File: config.mk
export PLATFORM = sky130hd
export DESIGN_NAME = asr_host
export DESIGN_NICKNAME = d
export VERILOG_FILES = /design/src/logic/asr_pkg.sv /design/src/logic/asr_host.sv
export SDC_FILE = /design/constraint.sdc
export NUM_CORES = 1
export LEC_CHECK = 0
export BUFFER_PORTS_ARGS = -buffer_cell sky130_fd_sc_hd__buf_2
export CORE_ASPECT_RATIO = 1.2
export CORE_UTILIZATION = 56
export CTS_BUF_LIST = sky130_fd_sc_hd__clkbuf_16
export DETAILED_ROUTE_END_ITERATION = 7
export MAX_ROUTING_LAYER = met4
export PLACE_DENSITY = 0.79
export SYNTH_ARGS = -nofsm -noshare
export SYNTH_HDL_FRONTEND = slang
export SYNTH_SLANG_ARGS = --single-unit
File: constraint.sdc
create_clock -name sys_clk -period 5.42 [get_ports sys_clk]
set_input_delay 0.813 -clock sys_clk [delete_from_list [all_inputs] [get_ports sys_clk]]
set_output_delay 0.813 -clock sys_clk [all_outputs]
set_load 0.01 [all_outputs]
File: src/logic/asr_pkg.sv
// Purpose: constants and types for the async sram host controller
// Assumes: 200 MHz sys_clk, 5 ns period
// Notes: timing figures kept in ns or us, cycle counts derived from them
package asr_pkg;
   localparam int ADDR_W = 18;
   localparam int DATA_W = 4;
   localparam int CLK_PS = 5000;
   // timing figures in ns or us
   localparam int WRITE_CYCLE_NS = 10;
   localparam int STROBE_LOW_NS = 7;
   localparam int WRITE_DATA_SETUP_NS = 6;
   localparam int WRITE_TURNOFF_DELAY_NS = 5;
   localparam int READ_CYCLE_MIN_NS = 10;
   localparam int ADDRESS_ACCESS_DELAY_NS = 10;
   localparam int OUTPUT_DRIVE_ACCESS_NS = 5;
   localparam int POWER_UP_WAIT_US = 100;
   localparam int RECOVERY_RAMP_US = 50;
   // least times round up to cycles
   function automatic int cyc_up(input int ps);
      cyc_up = (ps + CLK_PS - 1) / CLK_PS;
      if (cyc_up < 1)
      begin
         cyc_up = 1;
      end
   endfunction : cyc_up
   localparam int STROBE_LOW_CYC = cyc_up(STROBE_LOW_NS * 1000);
   localparam int WRITE_CYCLE_CYC = cyc_up(WRITE_CYCLE_NS * 1000);
   localparam int WR_OE_LOW_CYC =
      cyc_up((WRITE_TURNOFF_DELAY_NS + WRITE_DATA_SETUP_NS) * 1000);
   localparam int READ_ACCESS_CYC = cyc_up(ADDRESS_ACCESS_DELAY_NS * 1000) + 1;
   localparam int READ_CYCLE_CYC = cyc_up(READ_CYCLE_MIN_NS * 1000);
   localparam int POWER_UP_CYC = cyc_up(POWER_UP_WAIT_US * 1000000);
   localparam int RECOVERY_CYC = cyc_up(RECOVERY_RAMP_US * 1000000)
      + READ_CYCLE_CYC;
   localparam int CNT_W = 16;
   localparam logic [CNT_W-1:0] CNT_ONE = 16'h0001;
   localparam logic [CNT_W-1:0] CNT_ZERO = 16'h0000;
   // host command toward the controller
   typedef struct packed {
      logic write;
      logic [ADDR_W-1:0] addr;
      logic [DATA_W-1:0] wdata;
   } asr_cmd_t;
   // sram control pins, all active low
   typedef struct packed {
      logic chip_sel_n;
      logic out_drv_n;
      logic wr_strobe_n;
   } asr_ctl_t;
   localparam asr_ctl_t CTL_IDLE = 3'h7;
   typedef enum logic [2:0] {
      ST_WAIT = 3'h0,
      ST_IDLE = 3'h1,
      ST_WR = 3'h3,
      ST_WR_END = 3'h2,
      ST_RD = 3'h6,
      ST_RD_END = 3'h7,
      ST_RETAIN = 3'h5
   } asr_state_t;
endpackage : asr_pkg

File: src/logic/asr_host.sv
// Purpose: host side controller driving an asynchronous 256k x 4 sram
// Assumes: one 200 MHz clock; sram pins are plain wires to the device
// Notes: data pins are in/out/enable triples, enable low means drive
`timescale 1ns/1ps
module asr_host #(
   parameter int POWER_UP_CYCLES = asr_pkg::POWER_UP_CYC,
   parameter int RECOVERY_CYCLES = asr_pkg::RECOVERY_CYC
) (
   input wire logic sys_clk,
   input wire logic rst,
   input wire asr_pkg::asr_cmd_t cmd,
   input wire logic cmd_valid,
   output logic cmd_ready,
   input wire logic retain_req,
   output logic retain_ack,
   output logic [asr_pkg::DATA_W-1:0] rd_data,
   output logic rd_valid,
   output asr_pkg::asr_ctl_t sram_ctl,
   output logic [asr_pkg::ADDR_W-1:0] address_pin,
   output logic [asr_pkg::DATA_W-1:0] data_pin_out,
   output logic data_pin_oe_n,
   input wire logic [asr_pkg::DATA_W-1:0] data_pin_in
);
   import asr_pkg::*;

   // ************************************************
   // input synchroniser for the data pins
   // ************************************************
   logic [DATA_W-1:0] din_s1_r, din_s2_r, din_s3_r;
   logic [DATA_W-1:0] din_s1_nxt, din_s2_nxt, din_s3_nxt;
   logic din_stable;

   // three stage pipe; second and third agreeing means settled
   always_comb
   begin
      din_s1_nxt = data_pin_in;
      din_s2_nxt = din_s1_r;
      din_s3_nxt = din_s2_r;
      din_stable = (din_s2_r == din_s3_r);
   end

   always_ff @(posedge sys_clk)
   begin
      if (rst)
      begin
         din_s1_r <= '0;
         din_s2_r <= '0;
         din_s3_r <= '0;
      end
      else
      begin
         din_s1_r <= din_s1_nxt;
         din_s2_r <= din_s2_nxt;
         din_s3_r <= din_s3_nxt;
      end
   end

   // ************************************************
   // access sequencer
   // ************************************************
   asr_state_t st_r, st_nxt;
   logic [CNT_W-1:0] cnt_r, cnt_nxt;
   asr_ctl_t ctl_r, ctl_nxt;
   logic [ADDR_W-1:0] addr_r, addr_nxt;
   logic [DATA_W-1:0] dout_r, dout_nxt, rdat_r, rdat_nxt;
   logic oe_n_r, oe_n_nxt, rdv_r, rdv_nxt, rdy_r, rdy_nxt, ack_r, ack_nxt;
   // a pin sample reaches the third sync flop two edges after it is taken
   localparam int SYNC_LAT = 2;
   // idle tail after the strobes rise, clamped so it never wraps the counter
   localparam int WR_TAIL_CYC = (WRITE_CYCLE_CYC > STROBE_LOW_CYC) ?
      WRITE_CYCLE_CYC - STROBE_LOW_CYC - 1 : 0;

   // count helpers
   function automatic logic [CNT_W-1:0] to_cnt(input int n);
      to_cnt = CNT_W'(n);
   endfunction : to_cnt

   // next state and pin values
   always_comb
   begin
      st_nxt = st_r;
      cnt_nxt = (cnt_r == CNT_ZERO) ? CNT_ZERO : cnt_r - CNT_ONE;
      ctl_nxt = ctl_r;
      addr_nxt = addr_r;
      dout_nxt = dout_r;
      rdat_nxt = rdat_r;
      oe_n_nxt = oe_n_r;
      rdv_nxt = 1'b0;
      rdy_nxt = 1'b0;
      ack_nxt = ack_r;
      case (st_r)
         ST_WAIT:
         begin
            // power up or recovery wait, chip deselected
            ctl_nxt = CTL_IDLE;
            if (cnt_r == CNT_ZERO)
            begin
               st_nxt = ST_IDLE;
               rdy_nxt = 1'b1;
            end
         end
         ST_IDLE:
         begin
            rdy_nxt = 1'b1;
            if (retain_req)
            begin
               // deselect before the supply drops
               ctl_nxt = CTL_IDLE;
               st_nxt = ST_RETAIN;
               ack_nxt = 1'b1;
               rdy_nxt = 1'b0;
            end
            else if (cmd_valid)
            begin
               // address and data captured as the strobes fall
               addr_nxt = cmd.addr;
               rdy_nxt = 1'b0;
               if (cmd.write)
               begin
                  dout_nxt = cmd.wdata;
                  oe_n_nxt = 1'b0;
                  ctl_nxt = '{chip_sel_n: 1'b0, out_drv_n: 1'b1, wr_strobe_n: 1'b0};
                  cnt_nxt = to_cnt(STROBE_LOW_CYC - 1);
                  st_nxt = ST_WR;
               end
               else
               begin
                  ctl_nxt = '{chip_sel_n: 1'b0, out_drv_n: 1'b0, wr_strobe_n: 1'b1};
                  // sample taken after the access time, seen after the sync stages
                  cnt_nxt = to_cnt(READ_ACCESS_CYC + SYNC_LAT);
                  st_nxt = ST_RD;
               end
            end
         end
         ST_WR:
         begin
            // address and data held steady while strobes low
            if (cnt_r == CNT_ZERO)
            begin
               ctl_nxt = CTL_IDLE;
               cnt_nxt = to_cnt(WR_TAIL_CYC);
               st_nxt = ST_WR_END;
            end
         end
         ST_WR_END:
         begin
            // data held one cycle past the rising strobe
            oe_n_nxt = 1'b1;
            if (cnt_r == CNT_ZERO)
            begin
               st_nxt = ST_IDLE;
               rdy_nxt = 1'b1;
            end
         end
         ST_RD:
         begin
            if (cnt_r == CNT_ZERO && din_stable)
            begin
               rdat_nxt = din_s3_r;
               rdv_nxt = 1'b1;
               ctl_nxt = CTL_IDLE;
               st_nxt = ST_RD_END;
               cnt_nxt = to_cnt(READ_CYCLE_CYC - 1);
            end
         end
         ST_RD_END:
         begin
            // device bus release before any next drive
            if (cnt_r == CNT_ZERO)
            begin
               st_nxt = ST_IDLE;
               rdy_nxt = 1'b1;
            end
         end
         ST_RETAIN:
         begin
            ctl_nxt = CTL_IDLE;
            if (!retain_req)
            begin
               ack_nxt = 1'b0;
               cnt_nxt = to_cnt(RECOVERY_CYCLES);
               st_nxt = ST_WAIT;
            end
         end
         default:
         begin
            st_nxt = ST_WAIT;
            ctl_nxt = CTL_IDLE;
         end
      endcase
   end

   always_ff @(posedge sys_clk)
   begin
      if (rst)
      begin
         st_r <= ST_WAIT;
         cnt_r <= to_cnt(POWER_UP_CYCLES);
         ctl_r <= CTL_IDLE;
         addr_r <= '0;
         dout_r <= '0;
         rdat_r <= '0;
         oe_n_r <= 1'b1;
         rdv_r <= 1'b0;
         rdy_r <= 1'b0;
         ack_r <= 1'b0;
      end
      else
      begin
         st_r <= st_nxt;
         cnt_r <= cnt_nxt;
         ctl_r <= ctl_nxt;
         addr_r <= addr_nxt;
         dout_r <= dout_nxt;
         rdat_r <= rdat_nxt;
         oe_n_r <= oe_n_nxt;
         rdv_r <= rdv_nxt;
         rdy_r <= rdy_nxt;
         ack_r <= ack_nxt;
      end
   end

   // outputs straight from flops
   assign cmd_ready = rdy_r;
   assign retain_ack = ack_r;
   assign rd_data = rdat_r;
   assign rd_valid = rdv_r;
   assign sram_ctl = ctl_r;
   assign address_pin = addr_r;
   assign data_pin_out = dout_r;
   assign data_pin_oe_n = oe_n_r;
endmodule : asr_host

Word level (Yosys, flattened, before mapping). Index checks and enable logic that the tools add are counted.

Flip-flop bits (word level): 64. Output and inout bits: 33.

$add $sub $neg: 1. Equality and inequality tests: 16. Multiplexer cells: 33. Bitwise gates (word level): 3. Reduce and logical (&&, ||, !) cells: 15.

Operators with widths (number): two-way mux 16 bit (6); one-hot mux 16 bit (4 select lines) (1); two-way mux 3 bit (11); logical NOT 16 bit (1); subtractor 16 x 1 -> 16 bit, second input constant (1); one-hot mux 3 bit (5 select lines) (1); inequality test 2 bit, second input constant (7); one-hot mux 3 bit (4 select lines) (1); AND reduction 4 bit (3); equality test 3 bit, second input constant (3); two-way mux 1 bit (9); equality test 3 x 2 -> 1 bit, second input constant (2); one-hot mux 1 bit (2 select lines) (3); AND reduction 3 bit (2); AND reduction 5 bit (1); equality test 4 bit (1); nonzero test 2 bit (2); OR reduction 2 bit (2); equality test 3 x 1 -> 1 bit, second input constant (1); logical NOT 3 bit (1); inequality test 3 bit, second input constant (1); inverter 1 bit (3); OR reduction 3 bit (1); two-way mux 2 bit (1); 3 further kinds (3).

Depth between registers and ports, before layout. Gate-level depths: netlist of run 1.

Word-level depth: 5. Mapped depth: 8. Gate-level depth less buffers: 7.

Worst setup path before layout of run 1. No wires, ideal clock.

Path type: input-to-reg. Start point: input retain_req. End point: register oe_n_r (netlist: data_pin_oe_n). Library setup time: 0.122 ns. Arrival time: 1.888 ns. Data required time: 5.298 ns. Slack: 3.410 ns. Stages: 5. Path buffers: 1. Cells stage by stage: nor4b_2 and2_1 buf_2 nand2_1 a221o_1.

Longest elaborated chain between the ends: 2.

RTL lines: start: declaration (RTL line asr_host.sv:14) `input wire logic retain_req,`; inequality test 2 bit (no source line); AND reduction 4 bit (no source line); end signal: assignment (RTL line asr_host.sv:216) `oe_n_r <= oe_n_nxt;`; end: declaration (RTL line asr_host.sv:66) `logic oe_n_r, oe_n_nxt, rdv_r, rdv_nxt, rdy_r, rdy_nxt, ack_r, ack_nxt;`.

No other way between the ends. A chain may end at the register's enable or synchronous reset.

Final worst setup path of run 1. Same ends and word-level chain as after synthesis.

==> flow_summary_export.csv, run 1 <==
group,metric,value,unit
status,status,"finished clean",
detailed_routing,drtPass1Iterations,4,
floorplanning,row_count,26,
power_and_ir_drop,powerDensity,419,nW/um^2
worst_setup_path,cpPeakStageDelay,0.81,ns
sta,final.period_utilization,48.3,%
sta,clock_skew,0.00601,ns
sta,min_period,2.62,ns
logic_synthesis,synth_top_cell_area_share,49.1,%
power_and_ir_drop,p_leak,1.34,nW
logic_synthesis,synth_top_area_cell,"dfxtp_1",
worst_setup_path,crit_type,"in2reg",
detailed_routing,num_vias,2248,
grt,grt_pass1_vias,2197,
finish,final_core_util,73.9,%
clocking,post_cts.repair.setup_buffers,0,
logic_synthesis,post-synth-top-count-cell,"dfxtp_1",
detailed_routing,routedWlPerCell,14.7,um
worst_setup_path,worst-path-max-fanout,27,
logic_synthesis,synth_edf_count,0,
clocking,cts_tree,"built",
floorplanning,die_w,64.3,um
logic_synthesis,synthCells,298,
detailed_routing,drtIter0Drc,146,
sta,drv_slew,0,
logic_synthesis,ys_top_cells_by_count,"dfxtp_1 (64), nand2_1 (54), a21oi_1 (33)",
worst_setup_path,endpoint_kind,"flop",
hold_path,min_path_type,"reg2reg",
worst_setup_path,arrival,2.83,ns
placement,io_buffers,63,
logic_synthesis,ys.warnings.count,0,
logic_synthesis,synthesis.area,2610,um^2
power_and_ir_drop,combPwrFrac,14.6,%
clocking,insertion_delay,0.32,ns
logic_synthesis,syn_nets,331,
detailed_routing,wl,6100,um
worst_setup_path,path_cells,"buf_2, nor4b_2, and2_1, nand2_1, a221o_1",
sta,setup_viol,0,
job,cap_violations,0,
finish,final_layout_size_suffix_gt1_share,23.3,%
clocking,clk_path_buf_depth,2,
placement,hpwl,3900,um
detailed_routing,viasPerCell,5.40,
sta,fmax,382,MHz
logic_synthesis,synthArstFlopShare,0,%
floorplanning,die_h,76.8,um
logic_synthesis,syn_area_per_cell,8.76,um^2
logic_synthesis,synth-seq-cells,64,
grt,grt_pass1_wl,9890,um
detailed_routing,antenna_left,0,
placement,gp_congestion,0.876,
power_and_ir_drop,power_frac_clock,43.7,%
clocking,ctsRootBufferMaster,"clkbuf_16",
sta,timing.hold.ws,0.433,ns
sta,worst_pin_slew,0.995,ns
sta,setup_tns,0,ns
clocking,cts-buffers-inserted,9,
clocking,hold_buffers,0,
floorplanning,coreArea,4360,um^2
logic_synthesis,synth_flop_cell,"dfxtp_1",
finish,diodes,0,
power_and_ir_drop,p_sw,0.000359,W
worst_setup_path,path_delay_family,"simple AND/OR/NAND/NOR gates",
sta,rsz0062_at_grt,"no",
clocking,cts_resized,0,
floorplanning,start_util,59.9,%
worst_setup_path,required,5.63,ns
clocking,cts_max_level,3,
worst_setup_path,start_kind,"input pin",
power_and_ir_drop,p_int,0.000990,W
finish,nets,388,
logic_synthesis,yosysUniqueCellTypes,42,
clocking,cts.sinks,64,
finish,area_growth,23.5,%
sta,finalHoldViolations,0,
grt,antenna_found_initial,0,
floorplanning,io-pin-count,64,
logic_synthesis,synth-seq-area-share,49.1,%
sta,relSlewSlack,33.7,%
detailed_routing,route.detailed.drc,0,
clocking,clk_pin_slew,0.05,ns
grt,grt_max_degree,60,
grt,track_usage,26.9,%
worst_setup_path,cp_slowest_cell,"and2_1",
power_and_ir_drop,ir_drop,0.324,mV
worst_setup_path,path_buf_inv,1,
logic_synthesis,synth_area_leaders,"dfxtp_1 (49%), nand2_1 (7.8%), a21oi_1 (6.3%), nor2_1 (3.7%), xnor2_1 (3.7%)",
power_and_ir_drop,switching_share,26.6,%
grt,overflow,0,
power_and_ir_drop,seqPwrFrac,41.7,%
floorplanning,die_area,4940,um^2
-- layout by cell type (no fill, tap or decap), types with 2 or more instances in the layout --
| cell type | count |
|---|---|
| mux2i_1 | 4 |
| nor4_4 | 2 |
| a21oi_1 | 33 |
| a311oi_1 | 2 |
| nor2b_1 | 14 |
| o21ai_0 | 10 |
| buf_2 | 63 |
| nand2_1 | 54 |
| nor4_2 | 2 |
| o21bai_1 | 5 |
| nand3_1 | 9 |
| nand4_1 | 3 |
| ha_1 | 2 |
| nor2_1 | 26 |
| nor4b_2 | 2 |
| xor2_1 | 5 |
| xnor2_1 | 11 |
| inv_1 | 9 |
| a211oi_1 | 2 |
| bufinv_16 | 2 |
| clkbuf_16 | 9 |
| dfxtp_1 | 64 |
| nor3_1 | 4 |
| and2_1 | 2 |
| nor4_1 | 3 |
-- logic make-up after synthesis --
logic type	synth area share, %
compound gates	12.6
flops	49.1
simple gates	26.6
fa+ha+maj	0.959
buf+inv	3.83
xor+xnor	5.37
mux	1.53
-- worst paths after layout --
path	start	end	slack (ns)	cells after the start
hold reg to reg	din_s1_r[1]	din_s2_r[1]	0.43	1
setup reg to reg	st_r[0]	data_pin_oe_n	2.89	4
setup / recovery	retain_req	data_pin_oe_n	2.80	5
hold / removal	din_s1_r[1]	din_s2_r[1]	0.43	1
-- state kept, by name, summed over array words and instances, names as in the netlist, 3 cells and up --
register      cells
address_pin      18
cnt_r            16
data_pin_out      4
din_s1_r          4
din_s2_r          4
din_s3_r          4
rd_data           4
sram_ctl          3
st_r              3
-- layer usage --
layer  wire (um)  share of wire [%]  GRT usage (%)
met1        2480                 41           29.0
met4         131                2.1           14.4
met5           0                  0              -
met2        3270                 54           46.1
met3         216                3.5           4.76
-- final cells by class --
class | count | area [um^2]
clock buffers | 9 | 225
clock inverters | 7 | 80.1
fillers | 355 | 1140
inverters | 6 | 22.5
multi-input cells | 211 | 1230
flip-flops and latches | 64 | 1280
well taps | 56 | 70.1
repair buffers | 63 | 315
-- power by group through the flow --
stage | sequential, W | clock [W] | combinational (W)
3_3_place_gp | 0.000567 | 0 | 0.000187
5_1_grt | 0.000569 | 0.000614 | 0.000220
2_1_floorplan | 0.000552 | 0 | 0.000161
3_5_place_dp | 0.000569 | 0 | 0.000191
6_report | 0.000562 | 0.000590 | 0.000197
4_1_cts | 0.000560 | 0.000592 | 0.000198
-- stage by stage --
| stage | cells | total power [W] | setup WS (ns) | cell area [um^2] |
|---|---|---|---|---|
| after global placement | 400 | 0.000753 | 2.50 | 2920 |
| after global routing | 416 | 0.00140 | 2.66 | 3220 |
| after CTS | 416 | 0.00135 | 2.81 | 3220 |
| after detailed placement | 400 | 0.000760 | 2.47 | 2920 |
| after floorplan | 298 | 0.000713 | 3.41 | 2610 |
| final | 416 | 0.00135 | 2.80 | 3220 |
No activity file was read; power rests on OpenSTA's default activity.
==> run 2, diff against run 1 <==
CORE_UTILIZATION = 52   (was 56)
PLACE_DENSITY = 0.74   (was 0.79)
clock period = 2.52 ns   (was 5.42 ns; I/O delays follow)
==> run 2 against run 1 <==
Combinational power is 110% higher. Setup slack got worse by 2.2 ns. Sequential cell count unchanged. Sequential share of layout area increased by 0.19 points. Largest cell class unchanged. Highest routed layer unchanged.
==> flow_summary_export.csv, run 2 (synthesized netlist as in run 1, its figures left out) <==
group,metric,value,unit
finish,largest_reg_flops,18,
power_and_ir_drop,p_int,0.00193,W
sta,drv_slew,0,
power_and_ir_drop,p_sw,0.000755,W
clocking,clk_pin_slew,0.05,ns
grt,grt_pass1_wl,9460,um
detailed_routing,drtIter0Drc,114,
detailed_routing,route.detailed.drc,0,
clocking,cts.sinks,64,
power_and_ir_drop,combPwrFrac,15.7,%
hold_path,min_path_cells,2,
finish,diodes,0,
floorplanning,io-pin-count,64,
grt,track_usage,24.5,%
grt,grt_pass1_vias,2089,
finish,nets,392,
power_and_ir_drop,ir_drop,0.687,mV
finish,final_cell_mix,"dfxtp_1 (64), buf_2 (63), nand2_1 (54)",
worst_setup_path,r2r-end,"rd_data[1]",
floorplanning,die_w,66.7,um
sta,min_period,1.95,ns
placement,io_buffers,63,
finish,final_layout_size_suffix_gt1_share,24.2,%
power_and_ir_drop,powerDensity,837,nW/um^2
power_and_ir_drop,power_frac_clock,39.5,%
sta,relSlewSlack,66.8,%
worst_setup_path,endpoint_kind,"flop",
power_and_ir_drop,p_leak,1.34,nW
sta,setup_viol,0,
hold_path,holdCritStartpoint,"data_pin_in[0]",
detailed_routing,drtPass1Iterations,5,
clocking,hold_buffers,0,
hold_path,hold_end,"din_s1_r[0]",
finish,final_core_util,68.3,%
worst_setup_path,rr_worst_depth,7,
worst_setup_path,arrival,2.14,ns
clocking,cts_max_level,3,
grt,grt_max_degree,31,
job,cap_violations,0,
finish,area_growth,22.9,%
clocking,insertion_delay,0.32,ns
detailed_routing,wl,5760,um
sta,fmax,512,MHz
placement,placedCellCount,406,
placement,gp_congestion,0.877,
power_and_ir_drop,seqPwrFrac,44.7,%
sta,finalHoldViolations,0,
sta,timing.hold.ws,0.270,ns
sta,worst_pin_slew,0.494,ns
clocking,ctsRootBufferMaster,"clkbuf_16",
grt,antenna_found_initial,0,
clocking,cts-buffers-inserted,9,
clocking,post_cts.repair.setup_buffers,0,
placement,hpwl,3950,um
worst_setup_path,r2r_start,"cnt_r[0]",
worst_setup_path,reg2reg_setup_slack,0.57,ns
worst_setup_path,required,2.71,ns
detailed_routing,viasPerCell,5.34,
worst_setup_path,start_kind,"flop",
clocking,cts_tree,"built",
detailed_routing,antenna_left,0,
sta,final.period_utilization,77.4,%
worst_setup_path,worst-path-max-fanout,6,
clocking,clk_path_buf_depth,2,
floorplanning,start_util,55.6,%
floorplanning,die_area,5310,um^2
hold_path,min_path_type,"in2reg",
grt,overflow,0,
detailed_routing,routedWlPerCell,13.6,um
power_and_ir_drop,switching_share,28.1,%
sta,fin_ws,0.569,ns
clocking,cts_resized,0,
status,status,"finished clean",
floorplanning,coreArea,4700,um^2
finish,layout.cells.non_filler,422,
floorplanning,die_h,79.6,um
sta,clock_skew,0.00748,ns
worst_setup_path,crit_type,"reg2reg",
sta,rsz0062_at_grt,"no",
floorplanning,row_count,27,
detailed_routing,num_vias,2252,
sta,setup_tns,0,ns
placement,pre_cts_ws,0.579,ns
finish,layout_commonest_cell,"dfxtp_1",
==> run 2: changes by cell type in the layout (fill, tap and decap cells not counted) <==
cell / change
buf_4: +4
bufinv_16: -2
clkinv_2: +1
clkinvlp_4: +1
==> run 2: worst max-delay path by stage <==
| stage | startpoint | end | slack [ns] |
|---|---|---|---|
| 6_report | cnt_r[0] | rd_data[1] | 0.57 |
| 5_1_grt | cnt_r[0] | rd_data[1] | 0.31 |
| 4_1_cts | cnt_r[0] | rd_data[1] | 0.57 |
| 3_5_place_dp | cnt_r[0] | rd_data[1] | 0.58 |
| 3_3_place_gp | cnt_r[0] | rd_data[0] | 0.68 |
| 2_1_floorplan | cnt_r[0] | cnt_r[8] | 0.80 |
==> run 2: layer usage <==
metal	track usage [%]	share of wire [%]	vias up
li1	-	-	1132
met1	29.0	43	1044
met2	37.9	51	61
met3	5.57	3.8	15
met4	13.8	2.3	0
met5	-	0	-
==> run 2: metrics by stage <==
stage	area, um^2	total power [W]
5_1_grt	3210	0.00282
3_5_place_dp	2950	0.00164
3_3_place_gp	2950	0.00163
6_report	3210	0.00269
2_1_floorplan	2610	0.00153
4_1_cts	3210	0.00270
==> run 2: area by class of cell <==
type | count | area [um^2]
Fill cell | 391 | 1490
Sequential cell | 64 | 1280
Multi-Input combinational cell | 211 | 1230
Timing Repair Buffer | 67 | 345
Clock buffer | 9 | 225
Tap cell | 58 | 72.6
Clock inverter | 7 | 32.5
Inverter | 6 | 22.5
==> run 2: power groups by stage <==
stage          Clock, W  Combinational (W)  Sequential (W)
2_1_floorplan         0           0.000346         0.00119
5_1_grt         0.00113           0.000480         0.00122
3_3_place_gp          0           0.000414         0.00122
6_report        0.00106           0.000423         0.00120
4_1_cts         0.00107           0.000424         0.00120
3_5_place_dp          0           0.000419         0.00122
==> run 2: critical path: stages (launching register included) <==
cell	delay [ns]
dfxtp_1	0.32
inv_1	0.08
ha_1	0.14
nor3b_1	0.24
nand4_2	0.18
nor4_4	0.52
mux2i_1	0.27
nor2_1	0.06
==> run 3, diff against run 2 <==
clock period = 2 ns   (was 2.52 ns; I/O delays follow)
==> run 3 against run 2 <==
Sequential share of layout area shrank 0.93 points. Core utilization grew 1.6 points. Die area is the same. Combinational power grew 36%. Non-clock buffer count grew 5. Critical endpoint is now cnt_r[8]. Total power grew 32%. Sequential cell count is the same. Highest routed layer unchanged.
==> flow_summary_export.csv, run 3 (synthesized netlist as in run 1, its figures left out) <==
group,metric,value,unit
sta,fmax,545,MHz
clocking,hold_buffers,0,
sta,min_period,1.84,ns
clocking,clk_path_buf_depth,2,
detailed_routing,viasPerCell,5.28,
power_and_ir_drop,powerDensity,1080,nW/um^2
worst_setup_path,cpPeakStageDelay,0.50,ns
job,cap_violations,0,
floorplanning,io-pin-count,64,
floorplanning,die_h,79.6,um
grt,overflow,0,
worst_setup_path,path_delay_family,"simple AND/OR/NAND/NOR gates",
worst_setup_path,path_cells,"inv_1, ha_1, or4b_4, nor4_2, xor2_1, nand3_1, a21oi_1",
power_and_ir_drop,power_frac_clock,41.0,%
sta,relSlewSlack,72.8,%
worst_setup_path,start_kind,"flop",
floorplanning,coreArea,4700,um^2
sta,finalHoldViolations,0,
clocking,cts_tree,"built",
worst_setup_path,cp_slowest_cell,"or4b_4",
power_and_ir_drop,combPwrFrac,16.3,%
grt,grt_pass1_wl,9750,um
hold_path,min_path_type,"in2reg",
finish,diodes,0,
worst_setup_path,crit_type,"reg2reg",
worst_setup_path,endpoint_kind,"flop",
power_and_ir_drop,total_power,0.00354,W
floorplanning,row_count,27,
placement,io_buffers,63,
floorplanning,die_area,5310,um^2
detailed_routing,routedWlPerCell,13.6,um
finish,fin_area,3280,um^2
power_and_ir_drop,switching_share,26.9,%
detailed_routing,antenna_left,0,
grt,antenna_found_initial,0,
worst_setup_path,worst-path-max-fanout,4,
floorplanning,start_util,55.6,%
grt,grt_pass1_vias,2250,
detailed_routing,route.detailed.drc,0,
power_and_ir_drop,p_int,0.00258,W
grt,grt_max_degree,27,
finish,area_growth,25.8,%
worst_setup_path,required,2.24,ns
grt,track_usage,25.1,%
sta,final.period_utilization,91.8,%
power_and_ir_drop,seqPwrFrac,42.7,%
status,status,"finished clean",
sta,setup_viol,0,
detailed_routing,wl,5800,um
detailed_routing,num_vias,2255,
finish,final_layout_size_suffix_gt1_share,26.3,%
clocking,ctsRootBufferMaster,"clkbuf_16",
worst_setup_path,arrival,2.08,ns
placement,placed_area,2990,um^2
clocking,cts.sinks,64,
sta,clock_skew,0.00620,ns
placement,hpwl,4060,um
worst_setup_path,path_buf_inv,1,
finish,largest_reg_flops,18,
power_and_ir_drop,p_sw,0.000952,W
detailed_routing,drtIter0Drc,81,
floorplanning,die_w,66.7,um
clocking,cts_max_level,3,
detailed_routing,drtPass1Iterations,4,
finish,final_cell_mix,"dfxtp_1 (64), buf_2 (63), nand2_1 (54)",
sta,drv_slew,0,
finish,layout_commonest_cell,"dfxtp_1",
power_and_ir_drop,p_leak,1.38,nW
clocking,clk_pin_slew,0.05,ns
finish,nets,397,
power_and_ir_drop,ir_drop,0.601,mV
clocking,insertion_delay,0.32,ns
placement,gp_congestion,0.930,
clocking,cts-buffers-inserted,9,
sta,worst_pin_slew,0.406,ns
## run 3: cell types whose count changed in the layout (fill, tap and decap cells not counted)
cell	before	now
nor3b_2	0	1
bufinv_16	0	1
clkinvlp_4	1	0
clkinv_1	1	0
o21ai_0	10	9
buf_4	4	9
nor4_2	2	3
nor4_1	3	2
o21ai_1	1	2
or4b_1	1	0
nor3b_1	1	0
or4b_4	0	1
clkinv_2	2	3
## run 3: per-stage QoR
| stage | worst slack (ns) | hold WS [ns] | utilization (%) | setup TNS, ns | instances |
|---|---|---|---|---|---|
| after global placement | 0.204 | 0.416 | 63.6 | 0 | 411 |
| after global routing | -0.00166 | 0.187 | 69.9 | -0.00166 | 427 |
| after detailed placement | 0.101 | 0.430 | 63.6 | 0 | 411 |
| final | 0.165 | 0.191 | 69.9 | 0 | 427 |
| after CTS | 0.0788 | 0.183 | 69.6 | 0 | 427 |
| after floorplan | 0.278 | 0.414 | - | 0 | 298 |
## run 3: area by class of cell
type	instances	area, um^2
Clock inverter	7	56.3
Clock buffer	9	225
Multi-Input combinational cell	211	1240
Inverter	6	22.5
Sequential cell	64	1280
Timing Repair Buffer	72	383
Tap cell	58	72.6
Fill cell	384	1410
## run 3: worst paths after layout
kind	from	endpoint	slack, ns	cells after the start
worst max register to register	cnt_r[0]	cnt_r[8]	0.16	7
worst max-delay path	cnt_r[0]	cnt_r[8]	0.16	7
worst min register to register	din_s1_r[2]	din_s2_r[2]	0.44	1
worst min-delay path	data_pin_in[2]	din_s1_r[2]	0.19	2
## run 3: metal layers
layer  vias to the layer above  track usage [%]  wire length, um
met1                      1059             27.5             2520
met5                         -                -                0
met4                         0             14.0               76
met3                         8             7.14              249
met2                        51             40.2             2950
li1                       1137                -                -
## run 3: what timing repair did
item                                    in CTS  in global routing
setup buffers                                0                  0
gates resized for setup                      0                  4
endpoints found under the setup margin       0                  2
## run 3: power by group through the flow
stage / Sequential [W] / Combinational, W / Clock, W
2_1_floorplan: 0.00150 / 0.000437 / 0
6_report: 0.00151 / 0.000576 / 0.00145
3_3_place_gp: 0.00152 / 0.000550 / 0
5_1_grt: 0.00152 / 0.000646 / 0.00154
4_1_cts: 0.00150 / 0.000567 / 0.00148
3_5_place_dp: 0.00152 / 0.000561 / 0
